### config.mk
export PLATFORM = sky130hd
export DESIGN_NAME = dus_top
export DESIGN_NICKNAME = d
export VERILOG_FILES = /design/src/hw/dus_pkg.sv /design/src/hw/dus_channel.sv /design/src/hw/dus_top.sv
export SDC_FILE = /design/constraint.sdc
export NUM_CORES = 1
export LEC_CHECK = 0
export CORE_ASPECT_RATIO = 1.2
export CORE_MARGIN = 3
export CORE_UTILIZATION = 30
export CTS_CLUSTER_DIAMETER = 120
export DETAILED_ROUTE_END_ITERATION = 16
export DONT_BUFFER_PORTS = 1
export PLACE_DENSITY = 0.41
export SETUP_SLACK_MARGIN = 0.02
export SYNTH_ARGS = -nofsm -noshare
export SYNTH_HDL_FRONTEND = slang
export SYNTH_SLANG_ARGS = --single-unit
### constraint.sdc
create_clock -name core_clk -period 2.25 [get_ports core_clk]
set_clock_uncertainty 0.15 [all_clocks]
set_input_delay 0.225 -clock core_clk [delete_from_list [all_inputs] [get_ports core_clk]]
set_output_delay 0.225 -clock core_clk [all_outputs]
set_load 0.03 [all_outputs]
### src/hw/dus_pkg.sv
/*
  constants for the two-channel dac update scheduler: register addresses,
  control field positions, reset values, update modes and format codes.
  assumes an 8-bit special-function-register bus with 8-bit addresses.
*/
// Behaviour
// - mode 00: high byte write loads latch
// - modes 01/10/11: latch on timer 3/4/2 overflow
// - low byte write alone never changes latch
// - latch holds one 12-bit code per channel
// - format 000: high[3:0] then full low byte
// - five-bit high, seven-bit low layout
// - format 010: high[5:0] then low[7:2]
// - seven-bit high, five-bit low layout
// - format 1xx: high[7:0] then low[7:4]
// - control bit 7 enables channel output
// - bits 4:3 mode, bits 2:0 format, read/write
// - control bits 6:5 read zero, ignore writes
// - separate 8-bit high and low data registers
// - second channel behaves identically, own registers
// - timer overflow itself triggers transfer, no jitter
package dus_pkg;

  // ****************************************************************
  // register addresses
  // ****************************************************************
  localparam logic [7:0] DUS_ADDR_CH0_LOW  = 8'hd2;
  localparam logic [7:0] DUS_ADDR_CH0_HIGH = 8'hd3;
  localparam logic [7:0] DUS_ADDR_CH0_CTRL = 8'hd4;
  localparam logic [7:0] DUS_ADDR_CH1_LOW  = 8'hd5;
  localparam logic [7:0] DUS_ADDR_CH1_HIGH = 8'hd6;
  localparam logic [7:0] DUS_ADDR_CH1_CTRL = 8'hd7;

  // ****************************************************************
  // control fields and reset values
  // ****************************************************************
  localparam int         DUS_EN_BIT      = 7;
  localparam int         DUS_MODE_MSB    = 4;
  localparam int         DUS_MODE_LSB    = 3;
  localparam int         DUS_FMT_MSB     = 2;
  localparam int         DUS_FMT_LSB     = 0;
  localparam logic [7:0] DUS_CTRL_MASK   = 8'h9f;
  localparam logic [7:0] DUS_REG_RESET   = 8'h00;
  localparam logic [11:0] DUS_CODE_RESET = 12'h000;

  // ****************************************************************
  // update modes and format codes
  // ****************************************************************
  localparam logic [1:0] DUS_MODE_ON_WRITE = 2'h0;
  localparam logic [1:0] DUS_MODE_TIMER3   = 2'h1;
  localparam logic [1:0] DUS_MODE_TIMER4   = 2'h2;
  localparam logic [1:0] DUS_MODE_TIMER2   = 2'h3;
  localparam logic [2:0] DUS_FMT_4_8       = 3'h0;
  localparam logic [2:0] DUS_FMT_5_7       = 3'h1;
  localparam logic [2:0] DUS_FMT_6_6       = 3'h2;
  localparam logic [2:0] DUS_FMT_7_5       = 3'h3;

endpackage : dus_pkg

### src/hw/dus_channel.sv
/*
  one dac channel: control and data byte registers, code assembly and the
  12-bit input latch. assumes write strobes are one-cycle pulses and timer
  overflow inputs are synchronous one-cycle pulses.
*/
`timescale 1ns/10ps
module dus_channel
  import dus_pkg::*;
(
  input  wire logic        core_clk,
  input  wire logic        rst_n,
  input  wire logic        wr_low,
  input  wire logic        wr_high,
  input  wire logic        wr_ctrl,
  input  wire logic [7:0]  wr_data,
  input  wire logic        timer2_ovf,
  input  wire logic        timer3_ovf,
  input  wire logic        timer4_ovf,
  output logic      [7:0]  data_low,
  output logic      [7:0]  data_high,
  output logic      [7:0]  control,
  output logic      [11:0] code,
  output logic             enable
);

  // ****************************************************************
  // justification
  // ****************************************************************
  // maps high:low bytes to the 12-bit code for a format code
  function automatic logic [11:0] dus_assemble(input logic [2:0] fmt,
                                               input logic [7:0] hi,
                                               input logic [7:0] lo);
    logic [11:0] r;
    r = DUS_CODE_RESET;
    if (fmt[2]) begin
      r = {hi[7:0], lo[7:4]};
    end else begin
      unique case (fmt[1:0])
        DUS_FMT_4_8[1:0]: r = {hi[3:0], lo[7:0]};
        DUS_FMT_5_7[1:0]: r = {hi[4:0], lo[7:1]};
        DUS_FMT_6_6[1:0]: r = {hi[5:0], lo[7:2]};
        DUS_FMT_7_5[1:0]: r = {hi[6:0], lo[7:3]};
      endcase
    end
    return r;
  endfunction : dus_assemble

  logic [7:0]  low_q, low_d;
  logic [7:0]  high_q, high_d;
  logic [7:0]  ctrl_q, ctrl_d;
  logic [11:0] code_q, code_d;
  logic [1:0]  mode;
  logic        fire;

  assign mode = ctrl_q[DUS_MODE_MSB:DUS_MODE_LSB];

  // ****************************************************************
  // registers and latch transfer
  // ****************************************************************
  // the latch loads from the byte values as they stand after this edge,
  // so a high-byte write and its transfer land together
  always_comb begin
    low_d  = low_q;
    high_d = high_q;
    ctrl_d = ctrl_q;
    if (wr_low) begin
      low_d = wr_data;
    end
    if (wr_high) begin
      high_d = wr_data;
    end
    if (wr_ctrl) begin
      ctrl_d = wr_data & DUS_CTRL_MASK;
    end
    // in timer modes the overflow pulse alone decides the moment, not bus traffic; mode 00 fires on the high-byte write
    fire = 1'b0;
    unique case (mode)
      DUS_MODE_ON_WRITE: fire = wr_high;
      DUS_MODE_TIMER3:   fire = timer3_ovf;
      DUS_MODE_TIMER4:   fire = timer4_ovf;
      DUS_MODE_TIMER2:   fire = timer2_ovf;
    endcase
    code_d = code_q;
    if (fire) begin
      code_d = dus_assemble(ctrl_q[DUS_FMT_MSB:DUS_FMT_LSB],
                            high_d, low_d);
    end
  end

  always_ff @(posedge core_clk) begin
    if (!rst_n) begin
      low_q  <= DUS_REG_RESET;
      high_q <= DUS_REG_RESET;
      ctrl_q <= DUS_REG_RESET;
      code_q <= DUS_CODE_RESET;
    end else begin
      low_q  <= low_d;
      high_q <= high_d;
      ctrl_q <= ctrl_d;
      code_q <= code_d;
    end
  end

  assign data_low  = low_q;
  assign data_high = high_q;
  assign control   = ctrl_q;
  assign code      = code_q;
  assign enable    = ctrl_q[DUS_EN_BIT];

endmodule : dus_channel

### src/hw/dus_top.sv
/*
  two-channel dac update scheduler on the special-function-register bus.
  assumes single-cycle sfr writes and reads with a registered read answer,
  and timer overflow strobes that are one-cycle pulses on core_clk.
*/
`timescale 1ns/10ps
module dus_top
  import dus_pkg::*;
(
  input  wire logic        core_clk,
  input  wire logic        rst_n,
  input  wire logic [7:0]  sfr_addr,
  input  wire logic [7:0]  sfr_wdata,
  input  wire logic        sfr_wr,
  input  wire logic        sfr_rd,
  input  wire logic        timer2_ovf,
  input  wire logic        timer3_ovf,
  input  wire logic        timer4_ovf,
  output logic      [7:0]  sfr_rdata,
  output logic             sfr_hit,
  output logic      [11:0] ch0_code,
  output logic             ch0_enable,
  output logic      [11:0] ch1_code,
  output logic             ch1_enable
);

  logic [7:0]  lo0, hi0, cn0, lo1, hi1, cn1;
  logic [7:0]  rdata_q, rdata_d;
  logic        hit_q, hit_d;
  logic        sel;

  // ****************************************************************
  // channels
  // ****************************************************************
  // second channel is the same module with its own addresses
  dus_channel u_ch0 (
    .core_clk   (core_clk),
    .rst_n      (rst_n),
    .wr_low     (sfr_wr && sfr_addr == DUS_ADDR_CH0_LOW),
    .wr_high    (sfr_wr && sfr_addr == DUS_ADDR_CH0_HIGH),
    .wr_ctrl    (sfr_wr && sfr_addr == DUS_ADDR_CH0_CTRL),
    .wr_data    (sfr_wdata),
    .timer2_ovf (timer2_ovf),
    .timer3_ovf (timer3_ovf),
    .timer4_ovf (timer4_ovf),
    .data_low   (lo0),
    .data_high  (hi0),
    .control    (cn0),
    .code       (ch0_code),
    .enable     (ch0_enable)
  );

  dus_channel u_ch1 (
    .core_clk   (core_clk),
    .rst_n      (rst_n),
    .wr_low     (sfr_wr && sfr_addr == DUS_ADDR_CH1_LOW),
    .wr_high    (sfr_wr && sfr_addr == DUS_ADDR_CH1_HIGH),
    .wr_ctrl    (sfr_wr && sfr_addr == DUS_ADDR_CH1_CTRL),
    .wr_data    (sfr_wdata),
    .timer2_ovf (timer2_ovf),
    .timer3_ovf (timer3_ovf),
    .timer4_ovf (timer4_ovf),
    .data_low   (lo1),
    .data_high  (hi1),
    .control    (cn1),
    .code       (ch1_code),
    .enable     (ch1_enable)
  );

  // ****************************************************************
  // read path
  // ****************************************************************
  // read data holds its last value between reads; unmapped reads give 0
  always_comb begin
    rdata_d = rdata_q;
    sel     = 1'b1;
    unique case (sfr_addr)
      DUS_ADDR_CH0_LOW:  rdata_d = lo0;
      DUS_ADDR_CH0_HIGH: rdata_d = hi0;
      DUS_ADDR_CH0_CTRL: rdata_d = cn0;
      DUS_ADDR_CH1_LOW:  rdata_d = lo1;
      DUS_ADDR_CH1_HIGH: rdata_d = hi1;
      DUS_ADDR_CH1_CTRL: rdata_d = cn1;
      default: begin
        rdata_d = DUS_REG_RESET;
        sel     = 1'b0;
      end
    endcase
    if (!sfr_rd) begin
      rdata_d = rdata_q;
    end
    hit_d = sfr_rd && sel;
  end

  always_ff @(posedge core_clk) begin
    if (!rst_n) begin
      rdata_q <= DUS_REG_RESET;
      hit_q   <= 1'b0;
    end else begin
      rdata_q <= rdata_d;
      hit_q   <= hit_d;
    end
  end

  assign sfr_rdata = rdata_q;
  assign sfr_hit   = hit_q;

endmodule : dus_top

# Word level (Yosys, flattened, before mapping)
# Cells that the tools add are included.
# totals
register_bits	77
in_bits	23
output_inout_bits	35
elab_cells	52
# op_classes
n_eq_ne	18
n_mux	12
reduce_logical	12
# op_table
op	n
case mux 12 bit (4 select lines)	2
equality test 8 bit (second input constant)	6
case mux 8 bit (6 select lines)	1
two-way mux 8 bit	4
two-way mux 12 bit	2
equality test 2 bit (second input constant)	8
equality test 2 x 1 -> 1 bit (second input constant)	4
logical NOT 2 bit	4
case mux 1 bit (4 select lines)	2
logical AND 1 bit	7
OR reduction 6 bit	1
two-way mux 1 bit	1

# Longest topological paths before layout
# depth
depth_word	5
ltp_mapped	8
mapped_depth_nobuf	5

# By module
# A second synthesis with hierarchy kept.
# hier_totals
hier_cells	459
hier_area_um2	4212.8
# by_module_without_submodules
module	instances	cells_per_inst	area_per_inst_um2	seq_area_each_um2
dus_channel	2	176	1682.9	680.7
dus_top	1	107	847.1	180.2

# Worst setup path after synthesis
# OpenSTA, ideal clock, no wires.
# synth_timing
path_type	input to register
start	input port sfr_addr[3]
end	register u_ch1.code_q[6], in the netlist u_ch1.code[6]
setup_ps	103
arrival_ps	1864
required_time_ps	1997
slack_ps	132
cell_stages	5
n_path_buf	0
cell_sequence	nand3b_4 -> or4_4 -> mux2i_1 -> mux4_2 -> a2111oi_2
# synth_via
elab_chain_len	5
elab_cells_between_ends	9
classes_between	eq/ne (2); mux (5); reduce/logical (2)
# synth_lines
item	line_no	text
start: declaration	dus_top.sv:12	input wire logic [7:0] sfr_addr,
equality test 8 bit (on tied branches)	dus_top.sv:57, dus_top.sv:56	
logical AND 1 bit (on tied branches)	dus_top.sv:57, dus_top.sv:56	
two-way mux 8 bit (on tied branches)	dus_channel.sv:69, dus_channel.sv:66	
case mux 12 bit (4 select lines)	dus_channel.sv:38	unique case (fmt[1:0])
two-way mux 12 bit	dus_channel.sv:35	if (fmt[2]) begin
end signal: assignment	dus_channel.sv:100	code_q <= code_d;
end: declaration	dus_channel.sv:51	logic [11:0] code_q, code_d;
# Parallel ways exist; a longest one is shown, timed or not.
# A chain may end at the register's enable or synchronous reset.

# Worst setup path in the final report
# layout_timing
start	register u_ch0.ctrl_q[4], in the netlist u_ch0.control[4]
end	register u_ch0.code_q[8], in the netlist u_ch0.code[8]
# layout_via
elab_chain_len	2
elab_cells_between_ends	5
classes_between	eq/ne (3); mux (1); reduce/logical (1)
# layout_lines
item	line_no	text
start: declaration	dus_channel.sv:50	logic [7:0] ctrl_q, ctrl_d;
start signal: assignment	dus_channel.sv:99	ctrl_q <= ctrl_d;
equality test 2 bit (tied with other cells)	dus_channel.sv:77	unique case (mode)
case mux 1 bit (4 select lines) (*)	dus_channel.sv:77	
end signal: assignment	dus_channel.sv:100	
end: declaration	dus_channel.sv:51	
# Every way passes the cells marked *; elsewhere a longest branch is shown, timed or not.

==> results.txt <==
- The run finished, with violations left.
- The final reports fail on negative hold slack.
- For this design the ratio of total power to cell area is roughly 540 nW/µm².
- Final wirelength: 18,300 µm
- The synthesized design contains 0 enable-type register cells.
- Clock transition at path regs: 60 ps
- Most frequent CP cell: sky130_fd_sc_hd__mux2i_1
- Layout Area Growth over Synthesis: 16.2%
* Final min period: 1970 ps
- Residual DRC count: 0
* Async set-or-reset flop fraction in the synthesized netlist: 0%
- After synthesis, flip-flops and latches occupy 33.3% of the total area.
* Average routed wire per standard cell: 24.7 µm
* Post-CTS setup-driven buffer insertion count: 0
- The initial antenna violation count is 0.
- CTS tree: yes
- FF-to-FF setup slack: ~280 ps
- Final critical-path share of the clock period: between 80% and 90%
- Remaining Overflow, GRT: 0
- Counting both buffers and inverters, the worst setup path holds a total of 1.
- At the end of the flow, the number of nets in the layout was 555.
- Cell count of the worst reg-to-reg path: 6
* Final std cells w/o fill: 741
* Flop and latch count out of synthesis: slightly below 80
* First-pass GRT wire length: roughly 27,000 µm
- Floorplan core area: 15,000 µm²
* Worst Path Class, Setup: register to register
- Library cell used as clock root buffer: sky130_fd_sc_hd__clkbuf_16
- The longest clock path from root to sink contains 2 buffers.
- In the synthesized netlist the dominant register cell turns out to be sky130_fd_sc_hd__dfxtp_1.
- Maximum number of pins on one net before global-route repair: 35
- OpenSTA, run right after detailed placement, puts the worst setup slack at between 80 and 90 ps.
- Max stage delay on crit path: 430 ps
* Cell class contributing the biggest share of worst-path delay: simple AND/OR/NAND/NOR gates
- The worst setup path is captured at a register.
- Number of buffer cells added on primary ports: 0
- The worst-case IR drop observed on VDD is between 0.3 and 0.4 mV.
* Post-Place Cell Area: approximately 5000 µm²
- The die is ~140 µm tall.
- Initial Utilization: 30.8%
- The path class of the tightest hold or removal check is input port to register.
* Dpl hpwl: approximately 13,000 µm
* I/O Pins: 58
- Hold path startpoint: sfr_addr[1]
- The first detailed-routing pass ran for 4 iterations.
* Synth warn: 0
- Detailed routing inserted a total of 4,231 vias.
- Data on the critical path is required at its endpoint by approximately 2400 ps.
- Gp weighted congestion: roughly 0.9
- The number of antenna diodes in the final layout is 0.
* Clock Latency Late Sink: 350 ps
- Unrepaired setup endpoints after global routing: false
- The count of endpoints failing hold in the final timing report is 1.
- Max Cap Violations: 0
- Post-Synthesis Cells: 516
* Rows: roughly 50
- Worst Setup Slack, final: about 280 ps
- Global routing usage summed across all routing layers: approximately 22%
- Worst path arrival time: 2070 ps
- The via count of the first global-routing pass is 4,270.
* Achievable Freq: 507 MHz
* Width of the chip: between 100 and 150 µm
- A synthesized cell averages around 9 µm².
* Leakage power of the design: 1.97 nW
* Number of failing setup endpoints in the final timing report: 0
- Number of antenna-violating nets in the routed design: 0
- Highest fanout seen on the critical path: 7
- At the pin with the least slew margin, the transition time is approximately 850 ps.
- Fin Setup TNS: 0 ps
- The final-report max-slew violation count was 0.
- The number of placed instances, taps included, is 713.
- The clock net in this run drives a total of 77 sinks.
- Die area: 16,900 µm²
* Share of post-route cells with drive strength above 1: between 15 and 20%
* Hold path depth: 2
- The number of nets handed over by synthesis was 539.
* Cell variety after synth: 65
- The number of clock buffers added by TritonCTS is 9.
* Final Hold Slack: -4.64 ps
* Destination of the worst hold path: sfr_rdata[6]
* Worst relative slew slack: 43.4%
- After routing the design area is 5370 µm².
* Worst R2R End: u_ch0.code[8]
* Crit-path cells: mux2i_1 > mux2i_1 > buf_4 > or2_1 > and3_1 > a221oi_1
- STA classifies the critical path startpoint as a register.
* Number of H-tree levels: 3
- Per-cell via count in the routed design: 5.71
- Final Total Pwr: 2.88 mW
- Summing every instance area after synthesis gives 4620 µm².
- The largest individual stage delay along the critical path comes from the cell sky130_fd_sc_hd__dfxtp_1.
- Cells fill 35.8% of the core in the end.
- For this block, the initial DRC count from the detailed router was 297.
- In this run the critical register-to-register path is launched from u_ch0.control[4].
## cell usage in the layout (no fill, tap or decap), drive strengths merged, types with 5 or more instances in the layout
cell type | synthesis | final
a221oi | 8 | 8
a21oi | 21 | 21
and3 | 5 | 5
clkbuf | 28 | 15
nor2 | 50 | 50
a221o | 7 | 7
nor3 | 8 | 8
buf | 20 | 41
inv | 16 | 16
mux2 | 14 | 14
mux4 | 15 | 15
nand2 | 31 | 31
and2 | 11 | 11
o211ai | 6 | 6
dfxtp | 77 | 77
a22oi | 12 | 12
dlygate4sd3 | 0 | 12
nand4 | 10 | 10
nand3 | 16 | 16
o21ai | 29 | 29
o31ai | 7 | 7
a211oi | 5 | 5
a22o | 5 | 5
mux2i | 49 | 49
## Yosys cell counts (all sizes together) (5+ instances only)
| cell | number | area share, % |
|---|---|---|
| nor2 | 50 | 4.1 |
| mux4 | 15 | 7.3 |
| and3 | 5 | 0.68 |
| nor3 | 8 | 1.2 |
| o31ai | 7 | 1.1 |
| mux2 | 14 | 3.4 |
| a21oi | 21 | 2.3 |
| o21ai | 29 | 3.1 |
| buf | 20 | 2.2 |
| a221o | 7 | 1.5 |
| o211ai | 6 | 0.97 |
| nand2 | 31 | 2.5 |
| and2 | 11 | 1.5 |
| a221oi | 8 | 1.5 |
| mux2i | 49 | 11 |
| nand3 | 16 | 1.7 |
| dfxtp | 77 | 33 |
| clkbuf | 28 | 2.3 |
| inv | 16 | 1.3 |
| nand4 | 10 | 1.4 |
| a22o | 5 | 0.95 |
| a211oi | 5 | 0.81 |
| a22oi | 12 | 1.9 |
## cell families after synthesis
group | Yosys count | share of synthesized area [%]
AOI/OAI and AO/OA | 137 | 20.9
buffers and inverters | 65 | 5.87
DFF | 77 | 33.3
muxes | 78 | 21.3
and+or+nand+nor | 159 | 18.5
## report_power, final
group	switching [mW]	total, mW	internal (mW)
Clock	0.565	1.37	0.808
Combinational	0.0840	0.142	0.0578
Sequential	0.00444	1.37	1.37
Total	0.654	2.88	2.23
## worst max-delay path by stage
| stage | start | to | cells past startpoint |
|---|---|---|---|
| finish | u_ch0.control[4] | u_ch0.code[8] | 6 |
| detailed placement | sfr_addr[3] | u_ch1.code[6] | 6 |
| CTS | u_ch1.control[1] | u_ch1.code[6] | 3 |
| global placement | sfr_addr[3] | u_ch1.code[6] | 6 |
| global route | u_ch1.control[4] | u_ch1.code[0] | 5 |
| floorplan | sfr_addr[3] | u_ch1.code[6] | 5 |
## area by class of cell
cell class	count	area, µm²
Clock inverter	1	5.00
Inverter	17	63.8
Tap cell	204	255
Multi-Input combinational cell	374	2810
Sequential cell	77	1540
Clock buffer	15	268
Fill cell	1591	9650
Timing Repair Buffer	53	428
## layer usage
layer	part of all wire, %	global-route usage (%)	vias to the layer above
met4	4.4	11.7	0
met1	41	25.2	2079
met2	49	37.4	126
met3	5.5	4.77	43
li1	-	-	1983
met5	0	0	-
## worst register-to-register path, stage by stage, from the launching register on
cell and delay, ps:
sky130_fd_sc_hd__dfxtp_1 430, sky130_fd_sc_hd__mux2i_1 210, sky130_fd_sc_hd__mux2i_1 90, sky130_fd_sc_hd__buf_4 180, sky130_fd_sc_hd__or2_1 330, sky130_fd_sc_hd__and3_1 230
sky130_fd_sc_hd__a221oi_1 260
## what timing repair did
action                                  CTS  global route
resized for setup                         0             1
hold buffers                             12             0
endpoints found under the setup margin    0             2
endpoints found under the hold margin    58             0
## state kept, by name, summed over array words and instances (netlist names)
name and count:
u_ch0.data_low 8, u_ch1.code 12, u_ch1.data_high 8, sfr_rdata 8, u_ch0.control 6, sfr_hit 1, u_ch1.control 6, u_ch0.data_high 8
u_ch0.code 12, u_ch1.data_low 8
(Power assumes the default switching activity.)
